$ cat src/design/fault_resp_regs.vh
`ifndef FAULT_RESP_REGS_VH
`define FAULT_RESP_REGS_VH
`define OC_ACTION_CODE      8'h47
`define TON_ACTION_CODE     8'hd0
`define RETRY_IVL_CODE      8'hd1
`define CLEAR_FAULTS_CODE   8'h03
`define OC_ACTION_RESET     8'h00
`define TON_ACTION_RESET    8'hb8
`define RETRY_IVL_RESET     8'h0a
`define RESP_HI             7
`define RESP_LO             6
`define RETRY_HI            5
`define RETRY_LO            3
`define DELAY_HI            2
`define DELAY_LO            0
`define RESP_IGNORE         2'b00
`define RESP_DELAYED        2'b10
`define RESP_OFF            2'b11
`define RETRY_NONE          3'b000
`define RETRY_FOREVER       3'b111
`define STEP_MS             16
`define CLK_MHZ             100
`define STEP_CYCLES         (`STEP_MS * 1000 * `CLK_MHZ)
`define RETRY_UNIT_MS       1
`define RETRY_UNIT_CYCLES   (`RETRY_UNIT_MS * 1000 * `CLK_MHZ)
`endif

$ cat src/design/tick_gen.v
`timescale 1ns/1ps
`default_nettype none
module tick_gen #(
    parameter integer PERIOD = 1600000
) (
    // Clock and reset
    input  wire        clk_sys,
    input  wire        rst,
    // Tick
    output reg         tick
);
    reg [31:0] cnt_r;
    always @(posedge clk_sys) begin
        if (rst) begin
            cnt_r <= 32'h0000_0000;
            tick  <= 1'b0;
        end else if (cnt_r >= PERIOD - 1) begin
            cnt_r <= 32'h0000_0000;
            tick  <= 1'b1;
        end else begin
            cnt_r <= cnt_r + 32'h0000_0001;
            tick  <= 1'b0;
        end
    end
endmodule // tick_gen
`default_nettype wire

$ cat src/design/sync3.v
`timescale 1ns/1ps
`default_nettype none
module sync3 (
    // Clock and reset
    input  wire        clk_sys,
    input  wire        rst,
    // Pin
    input  wire        din,
    output reg         dout
);
    reg s1_r;
    reg s2_r;
    reg s3_r;
    // Second and third must agree before a change counts
    always @(posedge clk_sys) begin
        if (rst) begin
            s1_r <= 1'b0;
            s2_r <= 1'b0;
            s3_r <= 1'b0;
            dout <= 1'b0;
        end else begin
            s1_r <= din;
            s2_r <= s1_r;
            s3_r <= s2_r;
            if (s2_r == s3_r)
                dout <= s3_r;
        end
    end
endmodule // sync3
`default_nettype wire

$ cat src/design/fault_response_control.v
`timescale 1ns/1ps
`default_nettype none
`include "fault_resp_regs.vh"
module fault_response_control #(
    parameter integer STEP_CYCLES  = `STEP_CYCLES,
    parameter integer RETRY_CYCLES = `RETRY_UNIT_CYCLES
) (
    // Clock and reset
    input  wire        clk_sys,
    input  wire        rst,
    // Command port
    input  wire        cmd_wr,
    input  wire        cmd_rd,
    input  wire [7:0]  cmd_code,
    input  wire [7:0]  cmd_wdata,
    output reg  [7:0]  cmd_rdata,
    output reg         cmd_ack,
    // Fault detectors and control
    input  wire        oc_detect,
    input  wire        ton_timeout,
    input  wire        other_hard_fault,
    input  wire        run_pin,
    input  wire        operation_on,
    // Output control
    output reg         output_enable,
    output reg         current_limit,
    output reg         alert_n,
    // Status
    output reg  [7:0]  status_byte,
    output reg  [15:0] status_word,
    output reg  [7:0]  status_vout,
    output reg  [7:0]  status_iout
);
    localparam [3:0] S_OFF   = 4'b0001;
    localparam [3:0] S_RUN   = 4'b0010;
    localparam [3:0] S_WAIT  = 4'b0100;
    localparam [3:0] S_LATCH = 4'b1000;

    function [7:0] ivl_read;
        input [7:0] code;
        input [7:0] oc;
        input [7:0] ton;
        input [7:0] ivl;
        begin
            case (code)
                `OC_ACTION_CODE:  ivl_read = oc;
                `TON_ACTION_CODE: ivl_read = ton;
                `RETRY_IVL_CODE:  ivl_read = ivl;
                default:          ivl_read = 8'h00;
            endcase
        end
    endfunction

    reg  [7:0]  oc_action_r;
    reg  [7:0]  ton_action_r;
    reg  [7:0]  retry_ivl_r;
    reg  [3:0]  state_r;
    reg  [3:0]  delay_r;
    reg         delay_on_r;
    reg  [7:0]  retry_cnt_r;
    reg  [2:0]  retry_sel_r;
    reg         oc_prev_r;
    reg         ton_prev_r;
    reg         on_prev_r;
    reg         oc_flag_r;
    reg         ton_flag_r;
    wire        run_s;
    wire        step_tick;
    wire        ms_tick;
    wire        on_cmd   = run_s & operation_on;
    wire        on_rise  = on_cmd & ~on_prev_r;
    wire        oc_new   = oc_detect & ~oc_prev_r;
    wire        ton_new  = ton_timeout & ~ton_prev_r;
    wire        clr_cmd  = cmd_wr && cmd_code == `CLEAR_FAULTS_CODE;
    wire [1:0]  oc_resp  = oc_action_r[`RESP_HI:`RESP_LO];
    wire        ton_act  = ton_new && ton_action_r != 8'h00;
    // prescaler restarts with each new delayed fault, so the first step is a full one
    wire        step_clr = rst | (state_r == S_RUN && oc_new && oc_resp == `RESP_DELAYED);
    // Retry prescaler held until waiting starts; keeps the restart gap exact
    wire        ms_clr   = rst | (state_r != S_WAIT);

    sync3 u_run_sync (
        .clk_sys (clk_sys),
        .rst     (rst),
        .din     (run_pin),
        .dout    (run_s)
    );
    tick_gen #(.PERIOD(STEP_CYCLES)) u_step (
        .clk_sys (clk_sys),
        .rst     (step_clr),
        .tick    (step_tick)
    );
    tick_gen #(.PERIOD(RETRY_CYCLES)) u_ms (
        .clk_sys (clk_sys),
        .rst     (ms_clr),
        .tick    (ms_tick)
    );

    // Register access
    always @(posedge clk_sys) begin
        if (rst) begin
            oc_action_r  <= `OC_ACTION_RESET;
            ton_action_r <= `TON_ACTION_RESET;
            retry_ivl_r  <= `RETRY_IVL_RESET;
            cmd_rdata    <= 8'h00;
            cmd_ack      <= 1'b0;
        end else begin
            cmd_ack <= cmd_wr | cmd_rd;
            if (cmd_wr) begin
                if (cmd_code == `OC_ACTION_CODE)
                    oc_action_r <= cmd_wdata;
                if (cmd_code == `TON_ACTION_CODE)
                    ton_action_r <= cmd_wdata;
                if (cmd_code == `RETRY_IVL_CODE)
                    retry_ivl_r <= cmd_wdata;
            end
            if (cmd_rd)
                cmd_rdata <= ivl_read(cmd_code, oc_action_r, ton_action_r, retry_ivl_r);
        end
    end

    // Sticky flags; new events win over clears
    always @(posedge clk_sys) begin
        if (rst) begin
            oc_flag_r  <= 1'b0;
            ton_flag_r <= 1'b0;
            oc_prev_r  <= 1'b0;
            ton_prev_r <= 1'b0;
            on_prev_r  <= 1'b0;
        end else begin
            oc_prev_r  <= oc_detect;
            ton_prev_r <= ton_timeout;
            on_prev_r  <= on_cmd;
            if (oc_new)
                oc_flag_r <= 1'b1;
            else if (clr_cmd || on_rise)
                oc_flag_r <= 1'b0;
            if (ton_act)
                ton_flag_r <= 1'b1;
            else if (clr_cmd || on_rise)
                ton_flag_r <= 1'b0;
        end
    end

    // Status and alert
    always @(posedge clk_sys) begin
        if (rst) begin
            status_byte <= 8'h00;
            status_word <= 16'h0000;
            status_vout <= 8'h00;
            status_iout <= 8'h00;
            alert_n     <= 1'b1;
        end else begin
            status_byte <= {3'b000, oc_flag_r, 3'b000, oc_flag_r | ton_flag_r};
            status_word <= {ton_flag_r, 1'b0, oc_flag_r, 5'b00000,
                            3'b000, oc_flag_r, 3'b000, oc_flag_r | ton_flag_r};
            status_vout <= {5'b00000, ton_flag_r, 2'b00};
            status_iout <= {oc_flag_r, 7'b000_0000};
            alert_n     <= ~(oc_flag_r | ton_flag_r);
        end
    end

    // Output state machine
    always @(posedge clk_sys) begin
        if (rst) begin
            state_r       <= S_OFF;
            delay_r       <= 4'h0;
            delay_on_r    <= 1'b0;
            retry_cnt_r   <= 8'h00;
            retry_sel_r   <= `RETRY_NONE;
            output_enable <= 1'b0;
            current_limit <= 1'b0;
        end else begin
            current_limit <= output_enable & oc_detect & (oc_resp != `RESP_OFF);
            case (state_r)
                S_OFF: begin
                    delay_on_r <= 1'b0;
                    if (on_rise) begin
                        state_r       <= S_RUN;
                        output_enable <= 1'b1;
                    end
                end
                S_RUN: begin
                    if (!on_cmd || other_hard_fault) begin
                        state_r       <= other_hard_fault ? S_LATCH : S_OFF;
                        output_enable <= 1'b0;
                        delay_on_r    <= 1'b0;
                    end else if (oc_new && oc_resp == `RESP_OFF) begin
                        output_enable <= 1'b0;
                        retry_sel_r   <= oc_action_r[`RETRY_HI:`RETRY_LO];
                        retry_cnt_r   <= retry_ivl_r;
                        state_r       <= (oc_action_r[`RETRY_HI:`RETRY_LO] == `RETRY_FOREVER) ? S_WAIT : S_LATCH;
                    end else if (oc_new && oc_resp == `RESP_DELAYED) begin
                        delay_r    <= {1'b0, oc_action_r[`DELAY_HI:`DELAY_LO]};
                        delay_on_r <= 1'b1;
                    end else if (delay_on_r && oc_resp == `RESP_DELAYED) begin
                        if (delay_r == 4'h0) begin
                            delay_on_r <= 1'b0;
                            if (oc_detect) begin
                                output_enable <= 1'b0;
                                retry_sel_r   <= oc_action_r[`RETRY_HI:`RETRY_LO];
                                retry_cnt_r   <= retry_ivl_r;
                                state_r       <= (oc_action_r[`RETRY_HI:`RETRY_LO] == `RETRY_FOREVER) ? S_WAIT : S_LATCH;
                            end
                        end else if (step_tick) begin
                            delay_r <= delay_r - 4'h1;
                        end
                    end else if (ton_act && ton_action_r[`RESP_HI:`RESP_LO] != `RESP_IGNORE) begin
                        output_enable <= 1'b0;
                        retry_sel_r   <= ton_action_r[`RETRY_HI:`RETRY_LO];
                        retry_cnt_r   <= retry_ivl_r;
                        state_r       <= (ton_action_r[`RETRY_HI:`RETRY_LO] == `RETRY_FOREVER) ? S_WAIT : S_LATCH;
                    end
                end
                S_WAIT: begin
                    if (!on_cmd) begin
                        state_r <= S_OFF;
                    end else if (other_hard_fault) begin
                        state_r <= S_LATCH;
                    end else if (retry_cnt_r == 8'h00) begin
                        state_r       <= S_RUN;
                        output_enable <= 1'b1;
                    end else if (ms_tick) begin
                        retry_cnt_r <= retry_cnt_r - 8'h01;
                    end
                end
                S_LATCH: begin
                    output_enable <= 1'b0;
                    if (!on_cmd)
                        state_r <= S_OFF;
                end
                default: begin
                    state_r       <= S_OFF;
                    output_enable <= 1'b0;
                end
            endcase
        end
    end
endmodule // fault_response_control
`default_nettype wire

$ cat config.mk
export PLATFORM = sky130hd
export DESIGN_NAME = fault_response_control
export DESIGN_NICKNAME = d
export VERILOG_FILES = /design/src/design/tick_gen.v /design/src/design/sync3.v /design/src/design/fault_response_control.v
export VERILOG_INCLUDE_DIRS = /design/src /design/src/design
export SDC_FILE = /design/constraint.sdc
export NUM_CORES = 1
export LEC_CHECK = 0
export BUFFER_PORTS_ARGS = -buffer_cell sky130_fd_sc_hd__buf_2
export CAP_MARGIN = 25
export CORE_MARGIN = 10
export CORE_UTILIZATION = 62
export CTS_BUF_LIST = sky130_fd_sc_hd__clkbuf_16
export CTS_CLUSTER_SIZE = 30
export DETAILED_ROUTE_END_ITERATION = 8
export HOLD_SLACK_MARGIN = 0.1
export PLACE_DENSITY = 0.95
export SLEW_MARGIN = 20
export SYNTH_ARGS = -nofsm -noshare
export SYNTH_HDL_FRONTEND = slang
export SYNTH_HIERARCHICAL = 1
export SYNTH_SLANG_ARGS = --single-unit
export TNS_END_PERCENT = 50
$ cat constraint.sdc
create_clock -name clk_sys -period 3.1 [get_ports clk_sys]
set_clock_uncertainty 0.1 [all_clocks]
set_input_delay 0.465 -clock clk_sys [delete_from_list [all_inputs] [get_ports clk_sys]]
set_output_delay 0.465 -clock clk_sys [all_outputs]
set_load 0.03 [all_outputs]
==> flow_summary.json <==
{
  "status": "finished clean",
  "setup_violations": 0,
  "place_inst": 821,
  "yosysTopAreaCellShare": 0.429,
  "area_growth_syn_to_layout_pct": 11.6,
  "critPathKind": "reg2reg",
  "vdd_drop_max_v": 0.000413,
  "clk_path_buf_depth": 2,
  "post-route-min-period_ps": 2420,
  "grtUsageMet1": 0.211,
  "ys.warnings.count": 6,
  "worst_ep_required_time_ps": 3280,
  "grt_usage": 0.199,
  "crit_path_top_delay_cell": "or4b_1",
  "syn_avg_cell_area_sq_um": 9.40,
  "antennaDiodeCount": 0,
  "critPathLaunchType": "flip-flop",
  "crit_path_max_fanout": 15,
  "grt_setup_unrepaired": "no",
  "drive_gt1_frac": 0.186,
  "grt_pass1_vias": 4969,
  "setup_tns_ps": 0,
  "critPathBufInv": 0,
  "htreeDepth": 4,
  "dieArea_sq_um": 14200,
  "netlist_area_sq_um": 6110,
  "swShare": 0.239,
  "yosysMostFrequentCell": "dfxtp_1",
  "synthCells": 650,
  "synth_common_cells": "dfxtp_1 (131), nand2_1 (46), nor2_1 (43)",
  "async_flop_share": 0,
  "gr-total-overflow": 0,
  "cts_tree": "done",
  "nets": 737,
  "cp.arrival_ps": 2600,
  "start_util": 0.631,
  "leakagePower_nw": 2.47,
  "cp_cell_sequence": "or4b_1 -> a211oi_4 -> nor2_1 -> o311ai_1 -> o31ai_1",
  "worst_slew_pin_slew_ps": 822,
  "synthTopCellsByArea": "dfxtp_1 (43%), buf_4 (4.7%), nor3_2 (3.6%), nand3_1 (3.3%), a21oi_1 (3.1%)",
  "clock_sinks": 131,
  "postCtsHoldBufs": 0,
  "postPlaceCellArea_sq_um": 6280,
  "antenna_left": 0,
  "dr.pass1.iters": 7,
  "place.gp.congestion": 0.965,
  "setup_ws_ps": 677,
  "wl_per_cell_um": 17.1,
  "clkLatencyLatePin_ps": 410,
  "via_per_inst": 5.95,
  "power_density_nw_per_um2": 551,
  "instances_no_fill": 852,
  "drtIter0Drc": 605,
  "synth-main-ff-cell": "dfxtp_1",
  "use_met3": 0.0576,
  "cts_setup_buffers": 0,
  "drv_slew": 0,
  "synth_top_area_cell": "dfxtp_1",
  "finalHoldViolCount": 0,
  "synth.distinct_cells": 75,
  "slowest_delay_ps": 750,
  "drcViolationCount": 0,
  "slew-limit-headroom": 0.452,
  "pre_cts_slack_ps": 746,
  "hp-class": "in2reg",
  "clkSlewWorstSetupHoldPaths_ps": 60,
  "dp_hpwl_um": 9860,
  "pwr-share-comb": 0.053,
  "io_pins": 77,
  "dieWidth_um": 119,
  "seqPwrFrac": 0.464,
  "power.switching_uw": 898,
  "p_clk_frac": 0.484,
  "synth-edff-count": 0,
  "grt_max_degree": 49,
  "grt_pass1_wl_um": 23800,
  "vias": 5070,
  "cts_resized": 0,
  "max_cap_viol_count": 0,
  "met2_usage": 0.355,
  "p_int_mw": 2.86,
  "cts_made_buffers": 17,
  "core_sq_um": 9680,
  "final_area_sq_um": 6820,
  "drt-total-wl_um": 14600,
  "ys_ff_latch": 131,
  "antenna_found_initial": 0,
  "die_h_um": 119,
  "ys_seq_area_frac": 0.429,
  "top_usage_layer": "met2",
  "rows": 36,
  "fmax_ghz": 0.413,
  "post-route-period-util": 0.781,
  "crit_family": "simple AND/OR/NAND/NOR gates",
  "crit_path_end_kind": "flip-flop",
  "clockRootBuffer": "clkbuf_16",
  "io_buffer_count": 44
}
[layout by cell type, fill, tap and decap left out, types with 10 or more instances in the layout]
cell type / count
nand3_1: 40
clkbuf_16: 17
nor2_1: 43
o31ai_1: 10
o21ai_0: 11
nand4_1: 12
xor2_1: 12
conb_1: 58
a21oi_1: 37
xnor2_1: 20
nand2_1: 46
inv_1: 17
nor4_1: 18
dfxtp_1: 131
nor3_1: 21
buf_2: 44
nor3_2: 22
[per-stage QoR]
step                      total power, mW  hold slack [ps]  utilization
after detailed placement             1.97              349        0.648
after global routing                 3.86              191        0.704
after CTS                            3.75              186        0.704
final                                3.75              192        0.704
after floorplan                      1.95              314            -
after global placement               1.96              322        0.648
[power by group through the flow]
stage,logic (mW),clock network (mW),registers [mW]
3_3_place_gp,0.187,0,1.77
2_1_floorplan,0.167,0,1.78
4_1_cts,0.191,1.82,1.74
6_report,0.198,1.82,1.74
5_1_grt,0.212,1.91,1.74
3_5_place_dp,0.190,0,1.78
[routing by layer]
layer / up-vias / share of wire
li1: 2386 / -
met1: 2352 / 0.38
met2: 286 / 0.50
met3: 46 / 0.083
met4: 0 / 0.031
met5: - / 0
[flip-flops by register name (all words and copies together) (netlist names), 2 cells and up]
signal	cells
u_ms/cnt_r	32
u_step/cnt_r	32
cmd_rdata	8
oc_action_r	8
retry_cnt_r	8
retry_ivl_r	8
ton_action_r	8
delay_r	4
state_r	4
status_word	2
[area by class of cell]
cell class | count | area [sq um]
well taps | 133 | 166
flip-flops and latches | 131 | 2620
clock inverters | 14 | 115
multi-input cells | 490 | 3160
fillers | 666 | 2870
clock buffers | 17 | 425
inverters | 16 | 60.1
repair buffers | 51 | 273
[worst paths after layout]
kind / cells past startpoint / slack [ps] / to / start
setup / recovery: 5 / 680 / retry_cnt_r[2] / state_r[2]
setup reg to reg: 5 / 680 / retry_cnt_r[2] / state_r[2]
hold reg to reg: 1 / 350 / u_run_sync/s2_r / u_run_sync/s1_r
hold / removal: 2 / 190 / u_run_sync/s1_r / run_pin
[kinds of logic (layout without fill, tap and decap cells)]
| group | Yosys count | after routing | synth area share |
|---|---|---|---|
| xor gates and xnor gates | 32 | 32 | 0.0459 |
| adders and majority gates | 5 | 5 | 0.0102 |
| muxes | 7 | 7 | 0.0115 |
| and+or+nand+nor | 271 | 271 | 0.269 |
| buffers and inverters | 84 | 98 | 0.0887 |
| AOI/OAI and AO/OA | 117 | 117 | 0.144 |
| DFF | 131 | 131 | 0.429 |
| other | 3 | 58 | 0.00184 |
No activity file was read; power rests on OpenSTA's default activity.
